**src/shared/msp_pkg.sv**
```systemverilog
// Purpose: constants and types shared by the multi-speed interrupt positioner
// Assumes: one 20 MHz clock, synchronous active-low reset
// Notes: speeds are phase increments of a 24-bit accumulator; distances are step counts
// Function
// - in two-speed mode a start runs amount one at speed one, then amount two at speed two.
// - multi-speed motion chains table entries back to back without stopping between them.
// - in interrupt stop mode an edge on interrupt one during travel starts a deceleration to standstill; interrupt two is ignored.
// - in interrupt feed mode the axis runs until the interrupt, then feeds the set distance.
// - in interrupt two-speed feed the first interrupt switches from stage one to stage two speed.
// - after that switch the second interrupt feeds the set distance and then stops.
// - single-speed positioning runs at speed and decelerates to halt on the target.
package msp_pkg;

	localparam int CLK_MHZ      = 20;
	localparam int RAMP_TICK_US = 1000;
	localparam int RAMP_CYC     = RAMP_TICK_US * CLK_MHZ;

	localparam int SPEED_W = 16;
	localparam int DIST_W  = 32;
	localparam int PHASE_W = 24;
	localparam int TBL_AW  = 3;
	localparam int TBL_N   = 8;

	localparam logic [SPEED_W-1:0] CRAWL_SPEED = 16'h0010;
	localparam logic [SPEED_W-1:0] SPEED_RST   = 16'h0000;
	localparam logic [DIST_W-1:0]  DIST_RST    = 32'h0000_0000;
	localparam logic [PHASE_W-1:0] PHASE_RST   = 24'h00_0000;

	localparam logic [2:0] MODE_ONE_SPEED  = 3'h0;
	localparam logic [2:0] MODE_TWO_SPEED  = 3'h1;
	localparam logic [2:0] MODE_MULTI      = 3'h2;
	localparam logic [2:0] MODE_INT_STOP   = 3'h3;
	localparam logic [2:0] MODE_INT_FEED1  = 3'h4;
	localparam logic [2:0] MODE_INT_FEED2  = 3'h5;

	typedef enum logic [4:0] {
		ST_IDLE  = 5'b0_0001,
		ST_FETCH = 5'b0_0010,
		ST_RUN   = 5'b0_0100,
		ST_FREE  = 5'b0_1000,
		ST_DECEL = 5'b1_0000
	} msp_state_t;

endpackage

```
**src/rtl/msp_tbl_mem.sv**
```systemverilog
// Purpose: positioning table holding one speed and one movement amount per entry
// Assumes: single clock, write and read ports independent
// Notes: read data are registered, so an address shows its entry one cycle later
`timescale 1ns/1ps
module msp_tbl_mem
	import msp_pkg::*;
(
	input  wire logic                mclk,
	input  wire logic                we,
	input  wire logic [TBL_AW-1:0]   waddr,
	input  wire logic [SPEED_W-1:0]  wspeed,
	input  wire logic [DIST_W-1:0]   wamount,
	input  wire logic [TBL_AW-1:0]   raddr,
	output logic      [SPEED_W-1:0]  rspeed,
	output logic      [DIST_W-1:0]   ramount
);
	logic [SPEED_W-1:0] mem_speed  [TBL_N];
	logic [DIST_W-1:0]  mem_amount [TBL_N];

	always_ff @(posedge mclk) begin
		if (we) begin
			mem_speed[waddr]  <= wspeed;
			mem_amount[waddr] <= wamount;
		end
		rspeed  <= mem_speed[raddr];
		ramount <= mem_amount[raddr];
	end
endmodule // msp_tbl_mem

```
**src/rtl/msp_positioner.sv**
```systemverilog
// Purpose: one-axis positioning sequencer producing a step pulse train for a drive amplifier
// Assumes: start and configuration come from same-clock logic; interrupt pins are asynchronous
// Notes: configuration is latched at start; amount_one is also the feed distance after interrupts
`timescale 1ns/1ps
module msp_positioner
	import msp_pkg::*;
#(
	parameter int RAMP_TICK_CYC = RAMP_CYC
)
(
	input  wire logic                mclk,
	input  wire logic                rst_b,
	input  wire logic                start,
	input  wire logic [2:0]          mode,
	input  wire logic [SPEED_W-1:0]  speed_one,
	input  wire logic [SPEED_W-1:0]  speed_two,
	input  wire logic [DIST_W-1:0]   amount_one,
	input  wire logic [DIST_W-1:0]   amount_two,
	input  wire logic [SPEED_W-1:0]  decel_step,
	input  wire logic [TBL_AW:0]     table_count,
	input  wire logic                tbl_we,
	input  wire logic [TBL_AW-1:0]   tbl_waddr,
	input  wire logic [SPEED_W-1:0]  tbl_wspeed,
	input  wire logic [DIST_W-1:0]   tbl_wamount,
	input  wire logic                intr_one_pin,
	input  wire logic                intr_two_pin,
	output logic                     step_out,
	output logic                     busy,
	output logic                     done,
	output logic      [SPEED_W-1:0]  speed
);
	msp_state_t          state,  next_state;
	logic [2:0]          mode_r, next_mode_r;
	logic [DIST_W-1:0]   remaining, next_remaining;
	logic [PHASE_W-1:0]  phase,  next_phase;
	logic [SPEED_W-1:0]  next_speed, cfg_speed2, next_cfg_speed2, cfg_decel, next_cfg_decel;
	logic [DIST_W-1:0]   cfg_amt1, next_cfg_amt1, cfg_amt2, next_cfg_amt2;
	logic [TBL_AW:0]     cfg_count, next_cfg_count;
	logic [TBL_AW-1:0]   idx, next_idx;
	logic                seg_last, next_seg_last, target, next_target, stage, next_stage;
	logic                next_step_out, next_busy, next_done;
	logic [15:0]         tick_cnt, next_tick_cnt;
	logic                tick;
	logic [SPEED_W-1:0]  rd_speed;
	logic [DIST_W-1:0]   rd_amount;
	logic [1:0]          i1_sync, i2_sync;
	logic                i1_q, i2_q;
	logic                rise_one, rise_two;

	msp_tbl_mem u_tbl (
		.mclk    (mclk),
		.we      (tbl_we),
		.waddr   (tbl_waddr),
		.wspeed  (tbl_wspeed),
		.wamount (tbl_wamount),
		.raddr   (idx),
		.rspeed  (rd_speed),
		.ramount (rd_amount)
	);

	// interrupt pins: two flops, then a third for the edge; the edge compares stage two with the third flop
	always_ff @(posedge mclk) begin
		if (!rst_b) begin
			i1_sync <= 2'h0;
			i2_sync <= 2'h0;
			i1_q    <= 1'b0;
			i2_q    <= 1'b0;
		end else begin
			i1_sync <= {i1_sync[0], intr_one_pin};
			i2_sync <= {i2_sync[0], intr_two_pin};
			i1_q    <= i1_sync[1];
			i2_q    <= i2_sync[1];
		end
	end
	assign rise_one = i1_sync[1] & ~i1_q;
	assign rise_two = i2_sync[1] & ~i2_q;

	// ramp tick divider; runs free so deceleration steps stay evenly spaced
	always_comb begin
		tick          = (tick_cnt == 16'(RAMP_TICK_CYC - 1));
		next_tick_cnt = tick ? 16'h0000 : tick_cnt + 16'h0001;
	end

	logic [PHASE_W:0]  sum;
	logic              moving, stepping, counting, brake;
	logic [DIST_W-1:0] rem_dec;
	logic [79:0]       brake_lhs, brake_rhs;
	logic [SPEED_W:0]  floor_v, decel_lim;

	always_comb begin
		next_state      = state;
		next_mode_r     = mode_r;
		next_remaining  = remaining;
		next_phase      = phase;
		next_speed      = speed;
		next_cfg_speed2 = cfg_speed2;
		next_cfg_amt1   = cfg_amt1;
		next_cfg_amt2   = cfg_amt2;
		next_cfg_decel  = cfg_decel;
		next_cfg_count  = cfg_count;
		next_idx        = idx;
		next_seg_last   = seg_last;
		next_target     = target;
		next_stage      = stage;
		next_busy       = busy;
		next_done       = 1'b0;
		moving    = (state == ST_RUN) || (state == ST_FREE) || (state == ST_DECEL);
		sum       = {1'b0, phase} + (PHASE_W+1)'(speed);
		stepping  = moving && sum[PHASE_W];
		counting  = (state == ST_RUN) || ((state == ST_DECEL) && target);
		rem_dec   = (counting && stepping && remaining != DIST_RST) ? remaining - 32'h0000_0001
			: remaining;
		// brake when the steps left no longer cover the ramp from the present speed
		brake_lhs = (80'(rem_dec) * 80'(cfg_decel)) << (PHASE_W + 1);
		brake_rhs = 80'(RAMP_TICK_CYC) * 80'(speed) * 80'(speed);
		brake     = (brake_lhs <= brake_rhs);
		floor_v   = target ? {1'b0, CRAWL_SPEED} : 17'h0_0000;
		decel_lim = {1'b0, cfg_decel} + floor_v;
		next_step_out  = stepping;
		if (moving) begin
			next_phase = sum[PHASE_W-1:0];
		end
		next_remaining = rem_dec;
		case (state)
			ST_IDLE: begin
				// interrupt edges have no effect here
				if (start) begin
					next_mode_r     = mode;
					next_cfg_speed2 = speed_two;
					next_cfg_amt1   = amount_one;
					next_cfg_amt2   = amount_two;
					next_cfg_decel  = decel_step;
					next_cfg_count  = table_count;
					next_busy       = 1'b1;
					next_phase      = PHASE_RST;
					next_stage      = 1'b0;
					next_speed      = speed_one;
					next_remaining  = amount_one;
					next_target     = 1'b1;
					next_seg_last   = (mode != MODE_TWO_SPEED);
					if (mode == MODE_MULTI) begin
						next_state = ST_FETCH;
					end else if (mode == MODE_ONE_SPEED || mode == MODE_TWO_SPEED) begin
						next_state = ST_RUN;
					end else begin
						next_state  = ST_FREE;
						next_target = 1'b0;
					end
				end
			end
			ST_FETCH: begin
				next_speed     = rd_speed;
				next_remaining = rd_amount;
				next_idx       = idx + 3'h1;
				next_seg_last  = (cfg_count <= 4'h1);
				next_state     = ST_RUN;
			end
			ST_RUN: begin
				if (rem_dec == DIST_RST) begin
					if (seg_last) begin
						next_state = ST_IDLE;
						next_speed = SPEED_RST;
						next_busy  = 1'b0;
						next_done  = 1'b1;
						next_idx   = 3'h0;
					end else if (mode_r == MODE_TWO_SPEED) begin
						next_speed     = cfg_speed2;
						next_remaining = cfg_amt2;
						next_seg_last  = 1'b1;
					end else begin
						// next entry was prefetched, so the hand-over costs no idle cycle
						next_speed     = rd_speed;
						next_remaining = rd_amount;
						next_idx       = idx + 3'h1;
						next_seg_last  = ({1'b0, idx} + 4'h1 >= cfg_count);
					end
				end else if (seg_last && brake) begin
					next_state = ST_DECEL;
				end
			end
			ST_FREE: begin
				if (mode_r == MODE_INT_STOP && rise_one) begin
					next_state = ST_DECEL;
				end else if (mode_r == MODE_INT_FEED1 && rise_one) begin
					next_state     = ST_RUN;
					next_remaining = cfg_amt1;
					next_seg_last  = 1'b1;
					next_target    = 1'b1;
				end else if (mode_r == MODE_INT_FEED2 && !stage && rise_one) begin
					next_speed = cfg_speed2;
					next_stage = 1'b1;
				end else if (mode_r == MODE_INT_FEED2 && stage && rise_two) begin
					next_state     = ST_RUN;
					next_remaining = cfg_amt1;
					next_seg_last  = 1'b1;
					next_target    = 1'b1;
				end
			end
			ST_DECEL: begin
				if ((target && rem_dec == DIST_RST) || (!target && speed == SPEED_RST)) begin
					next_state = ST_IDLE;
					next_speed = SPEED_RST;
					next_busy  = 1'b0;
					next_done  = 1'b1;
					next_idx   = 3'h0;
				end else if (tick) begin
					// ramp down by the configured step; a targeted stop creeps in at crawl speed
					next_speed = ({1'b0, speed} > decel_lim) ? speed - cfg_decel
						: floor_v[SPEED_W-1:0];
				end
			end
			default: begin
				next_state = ST_IDLE;
			end
		endcase
	end

	always_ff @(posedge mclk) begin
		if (!rst_b) begin
			state      <= ST_IDLE;
			mode_r     <= MODE_ONE_SPEED;
			remaining  <= DIST_RST;
			phase      <= PHASE_RST;
			speed      <= SPEED_RST;
			cfg_speed2 <= SPEED_RST;
			cfg_amt1   <= DIST_RST;
			cfg_amt2   <= DIST_RST;
			cfg_decel  <= SPEED_RST;
			cfg_count  <= 4'h0;
			idx        <= 3'h0;
			seg_last   <= 1'b0;
			target     <= 1'b0;
			stage      <= 1'b0;
			step_out   <= 1'b0;
			busy       <= 1'b0;
			done       <= 1'b0;
			tick_cnt   <= 16'h0000;
		end else begin
			state      <= next_state;
			mode_r     <= next_mode_r;
			remaining  <= next_remaining;
			phase      <= next_phase;
			speed      <= next_speed;
			cfg_speed2 <= next_cfg_speed2;
			cfg_amt1   <= next_cfg_amt1;
			cfg_amt2   <= next_cfg_amt2;
			cfg_decel  <= next_cfg_decel;
			cfg_count  <= next_cfg_count;
			idx        <= next_idx;
			seg_last   <= next_seg_last;
			target     <= next_target;
			stage      <= next_stage;
			step_out   <= next_step_out;
			busy       <= next_busy;
			done       <= next_done;
			tick_cnt   <= next_tick_cnt;
		end
	end
endmodule // msp_positioner

```
**config.mk**
```make
export PLATFORM = sky130hd
export DESIGN_NAME = msp_positioner
export DESIGN_NICKNAME = d
export VERILOG_FILES = /design/src/shared/msp_pkg.sv /design/src/rtl/msp_tbl_mem.sv /design/src/rtl/msp_positioner.sv
export SDC_FILE = /design/constraint.sdc
export NUM_CORES = 2
export LEC_CHECK = 0
export BUFFER_PORTS_ARGS = -buffer_cell sky130_fd_sc_hd__clkbuf_2
export CAP_MARGIN = 20
export CELL_PAD_IN_SITES_DETAIL_PLACEMENT = 0
export CELL_PAD_IN_SITES_GLOBAL_PLACEMENT = 1
export CORE_MARGIN = 4
export CORE_UTILIZATION = 45
export CTS_CLUSTER_DIAMETER = 40
export CTS_CLUSTER_SIZE = 30
export DETAILED_ROUTE_END_ITERATION = 8
export GPL_TIMING_DRIVEN = 0
export PLACE_DENSITY = 0.85
export SYNTH_ARGS = -nofsm -noshare
export SYNTH_HDL_FRONTEND = slang
export SYNTH_SLANG_ARGS = --single-unit
```
**constraint.sdc**
```tcl
create_clock -name mclk -period 42.1 [get_ports mclk]
set_clock_uncertainty 0.05 [all_clocks]
set_input_delay 2.105 -clock mclk [delete_from_list [all_inputs] [get_ports mclk]]
set_output_delay 2.105 -clock mclk [all_outputs]
set_load 0.01 [all_outputs]
```
**After elaboration in Yosys (flattened, before gate mapping)**

Memory sizes are Yosys's and may differ from the RTL's. A register that Yosys moved wholly into a read port is not among the register bits.
Index checks and enable logic that the tools add are counted.

- $add $sub $neg: 7
- Multipliers: 3
- Order comparisons: 4
- Equality and inequality tests: 28
- Muxes and demuxes: 71
- Bitwise operators: 5
- Reduce and logical (&&, ||, !) cells: 38

Operators by type and width:

| kind | count |
|---|---|
| $mux W32 | 9 |
| $mux W16 | 10 |
| $pmux W32 S4 | 1 |
| $pmux W16 S5 | 1 |
| $le A73 B47 Y1 | 1 |
| $mux W24 | 3 |
| $mux W5 | 10 |
| $mul A32 B16 Y48 | 1 |
| $mul A26 B16 Y42 | 1 |
| $logic_not A32 Y1 | 1 |
| $reduce_bool A32 Y1 | 1 |
| $sub A32 B1 Y32 const B | 1 |
| $mul A10 B16 Y26 const A | 1 |
| $add A24 B16 Y25 | 1 |
| $pmux W5 S5 | 1 |
| $mux W1 | 24 |
| $add A16 B5 Y17 | 1 |
| $gt A16 B17 Y1 | 1 |
| $add A16 B1 Y16 const B | 1 |
| $eq A16 B15 Y1 const B | 1 |
| $logic_not A16 Y1 | 1 |
| $sub A16 B16 Y16 | 1 |
| $reduce_and A5 Y1 | 3 |
| $logic_and A1 B1 Y1 | 13 |
| 39 further kinds | 67 |

- Register bits: 211
- RAM bits: 384
- Input bits: 176
- Output and inout port bits: 19
- Logic and storage cells: 180
- Memories kept: 2

Memory list:

| memory | depth | bits a word | read ports | clocked after memory_dff | write ports | RTL line | source |
|---|---|---|---|---|---|---|---|
| u_tbl.mem_amount | 8 | 32 | 1 | 1 | 1 | msp_tbl_mem.sv:18 | `logic [DIST_W-1:0] mem_amount [TBL_N];` |
| u_tbl.mem_speed | 8 | 16 | 1 | 1 | 1 | msp_tbl_mem.sv:17 | `logic [SPEED_W-1:0] mem_speed [TBL_N];` |

**Logic depth before layout (Yosys ltp)**

- Depth in word-level cells: 13
- Mapped depth: 60
- Mapped depth without buffers: 57

**Modules after synthesis**

From an unflattened synthesis, not the netlist that was laid out.

- Cell total of the unflattened synthesis: 5,999
- Area, all modules: 59,816.1 sq um

Modules (own cells, without submodules):

| module | times used | cells each | area an instance (sq um) | seq. area each (sq um) |
|---|---|---|---|---|
| msp_positioner | 1 | 5,383 | 44,196.1 | 4,224.1 |
| msp_tbl_mem | 1 | 616 | 15,620.0 | 12,492.0 |

**Least setup slack after synthesis**

Ideal clock, no wire load.

- Path type: reg2reg
- From: register speed[6]
- To: register state[2]
- Library setup time: 119 ps
- Arrival: 13,686 ps
- Data required time: 41,931 ps
- Slack: 28,246 ps
- Cell stages (with the launch flop): 60
- Buffers on the path: 3
- Clock period less this slack: 13,854 ps
- Cell sequence: dfxtp_1 > clkbuf_1 > clkbuf_1 > inv_1 > fa_1 > inv_1 > ha_1 > inv_1 > fa_1 > inv_1 > ha_1 > inv_1 > fa_1 > inv_1 > ha_1 > or2_2 > a21oi_1 > nor3_1 > [24 not listed] > a2111o_1 > nand2_1 > o21ai_0 > o21ai_0 > nand2b_1 > xnor2_1 > ha_1 > and4_1 > nand4_1 > or4_1 > or4_1 > nor4_1 > a21oi_1 > nor4_1 > nand4_1 > nor4_1 > a31oi_1 > o221a_2

- Longest elaborated chain between the ends: 10
- Elaborated cells between the ends (all ways): 21
- Those cells by class: 1 x add/sub; 3 x mul; 1 x order compare; 3 x eq/ne; 3 x mux; 10 x reduce/logical

RTL lines:

| what | RTL line | source |
|---|---|---|
| start, declared | msp_positioner.sv:30 | `output logic [SPEED_W-1:0] speed` |
| start signal, assigned | msp_positioner.sv:243 | `speed <= next_speed;` |
| parallel branches: the longest is 10 deep, another holds $le A73 B47 Y1 | n/a |  |
| end signal, assigned | msp_positioner.sv:239 | `state <= next_state;` |
| end, declared | msp_positioner.sv:32 | `msp_state_t state, next_state;` |

Several ways; the timed one is not identified.
A chain may end at the register's enable or synchronous reset.

**Final worst setup path**

Same ends and word-level chain as after synthesis.

==> results.py <==
metrics = {
    "clocking": {
        "cts_sinks": 643,
        "cts_setup_buffers": 0,
        "cts.clk_slew.worst_paths_ps": 90,
        "postCtsHoldBufs": 0,
        "clk_latency_ps": 650,
        "cts_made_buffers": 59,
        "cts_htree_levels": 2,
        "cts-root-buf": "clkbuf_16",
        "cts_buffer_depth": 3,
        "cts_resized": 0,
        "cts_tree": "yes",
    },
    "outcome": {
        "status": "complete, no violations",
    },
    "die": {
        "die_h_um": 372,
        "rows": 133,
        "ios": 195,
        "die_w_um": 372,
        "floorplan.die_area_um2": 139000,
        "core_area_um2": 132000,
        "initial_utilization_pct": 45.3,
    },
    "timing": {
        "worst_slew_pin_slew_ps": 1290,
        "setup-tns-final_ps": 0,
        "finalCriticalPeriod_ps": 18710,
        "finalCritPeriodShare_pct": 44.4,
        "slew_headroom_pct": 13.2,
        "setup_violations": 0,
        "finalHoldViolCount": 0,
        "rsz0062_at_grt": "no",
        "fmax_mhz": 53.4,
        "slew_viol_final": 0,
    },
    "cells_and_area": {
        "layout-drive-gt1-share_pct": 8.64,
        "nets": 7619,
        "final_cell_mix": "nand2_1, inv_1, fa_1",
        "synthToLayoutAreaGrowth_pct": 10.0,
        "final_common_cell": "nand2_1",
    },
    "detailed_routing": {
        "wl_per_cell_um": 23.1,
        "wl_um": 186000,
        "route.met2.wl_um": 88100,
        "vias_per_cell": 5.61,
        "top_layer": "met5",
        "met1Wirelength_um": 72800,
        "wl_met3_um": 14500,
        "drc": 0,
        "num_vias": 45300,
        "drt_iter0_markers": 3976,
        "ant_nets": 0,
        "first_pass_iters": 8,
    },
    "setup_path": {
        "arrival_ps": 19180,
        "critPathKind": "register to register",
        "setup.worst_path.start_class": "register",
        "endpoint_kind": "register",
        "cp_slowest_cell": "clkbuf_1",
        "crit_path_max_incr_delay_ps": 940,
        "cpMostUsedCell": "inv_1",
        "required_ps": 42570,
        "crit_fanout": 10,
    },
    "place": {
        "portBuffers": 194,
        "finalWeightedCongestion": 0.986,
        "dp_hpwl_um": 148000,
    },
    "grt": {
        "grt_pass1_vias": 47400,
        "grt_usage_pct": 27.1,
        "antenna_found_initial": 21,
        "grt_max_degree": 26,
        "grt_overflow": 0,
        "grt_pass1_wl_um": 285000,
    },
    "hold_path": {
        "hold_class": "register to register",
    },
    "logic_synthesis": {
        "seq_area_frac_synth_pct": 28.0,
        "syn_area_um2": 59700,
        "synth-edff-count": 384,
        "synthFlopType": "edfxtp_1",
        "synth_fp_nets": 7324,
        "ys_warn_count": 0,
        "syn_inst": 5974,
        "async_reset_ff_share_pct": 0,
        "yosysUniqueCellTypes": 87,
        "avgSynthCellArea_um2": 9.99,
        "ys_ff_latch": 643,
    },
    "flow_run": {
        "cap_violations": 0,
    },
}
state kept, by name (all words and copies together), names as in the netlist, 4 cells and up:
signal            flops
cfg_amt1             32
cfg_amt2             32
cfg_count             4
cfg_decel            16
cfg_speed2           16
phase                24
remaining            32
speed                16
state                 5
tick_cnt             16
u_tbl.mem_amount    256
u_tbl.mem_speed     128
u_tbl.ramount        32
u_tbl.rspeed         16
synthesized netlist by cell type, types with 13 or more instances:
cell	n	area [um2]
xor2_1	64	561
or3_1	21	131
dfxtp_1	259	5180
mux2_2	49	552
ha_1	388	4850
a211oi_1	23	173
inv_1	949	3560
o31ai_1	13	97.6
fa_1	786	15700
xnor2_1	93	815
o21bai_1	15	113
a222oi_1	36	360
nor2_1	257	965
a32o_1	15	150
nand2_1	982	3690
nor2b_1	27	169
o21a_1	18	135
a21oi_1	303	1520
a31oi_1	14	87.6
nand4_1	39	244
o21ai_0	128	641
nand2b_1	57	357
nor4_1	23	144
or2_2	16	100
a221oi_1	18	158
nand3_1	49	245
mux2i_1	39	390
and3_1	22	138
clkbuf_1	276	1040
nor3_1	54	270
mux4_2	96	2160
and2_1	215	1350
a21o_1	48	360
o211ai_1	26	195
edfxtp_1	384	11500
routing by layer:
| layer | vias to the layer above | GRT usage (%) |
|---|---|---|
| li1 | 20100 | - |
| met1 | 22700 | 34.3 |
| met2 | 1961 | 45.2 |
| met3 | 481 | 4.73 |
| met4 | 22 | 13.2 |
| met5 | - | 0 |
path summary, 6_finish.rpt:
check,start,slack (ps),depth (start not counted),to
max reg2reg,speed[6]$_SDFFE_PN0P_,23390,56,state[2]$_SDFFE_PN0P_
min,i2_sync[0]$_SDFF_PN0_,390,1,i2_sync[1]$_SDFF_PN0_
max,speed[6]$_SDFFE_PN0P_,23390,56,state[2]$_SDFFE_PN0P_
min reg2reg,i2_sync[0]$_SDFF_PN0_,390,1,i2_sync[1]$_SDFF_PN0_
per-stage QoR:
step	area [um2]	utilization (%)	hold WS (ps)	worst slack [ps]	instances
2_1_floorplan	59700	-	362	28250	5974
3_3_place_gp	62800	47.7	369	23450	7923
3_5_place_dp	63500	48.2	372	23880	7957
4_1_cts	65600	49.8	382	23760	8068
5_1_grt	65600	49.9	404	22320	8076
6_report	65700	49.9	388	23390	8082
logic make-up (layout without fill, tap and decap cells):
logic type / Yosys count / after routing / synth area share, %
flops: 643 / 643 / 28.0
other cells: 0 / 8 / 0
buf+inv: 1243 / 1588 / 7.83
xor+xnor: 161 / 161 / 2.41
mux: 184 / 184 / 5.20
compound gates: 758 / 758 / 8.24
fa+ha+maj: 1174 / 1174 / 34.5
simple gates: 1811 / 1811 / 13.8
layout make-up:
type | count | area (um2)
fill | 11900 | 66000
multi-input combinational | 4088 | 38400
sequential | 643 | 16700
inverter | 950 | 3570
tap | 1755 | 2200
clock buffer | 66 | 1570
timing repair buffer | 234 | 1560
buffer | 293 | 1110
clock inverter | 45 | 556
antenna | 8 | 20.0
critical path, delay by kind of cell (launching register included):
kind | cells | cell delay, ps
AOI/OAI and AO/OA | 12 | 4050
xor gates and xnor gates | 1 | 140
adders and majority gates | 14 | 5960
buffers and inverters | 14 | 2790
DFF | 1 | 660
and+or+nand+nor | 15 | 4940
Power is not shown: default switching activity piles up to over one toggle a cycle in this logic, so the estimate is an artifact.
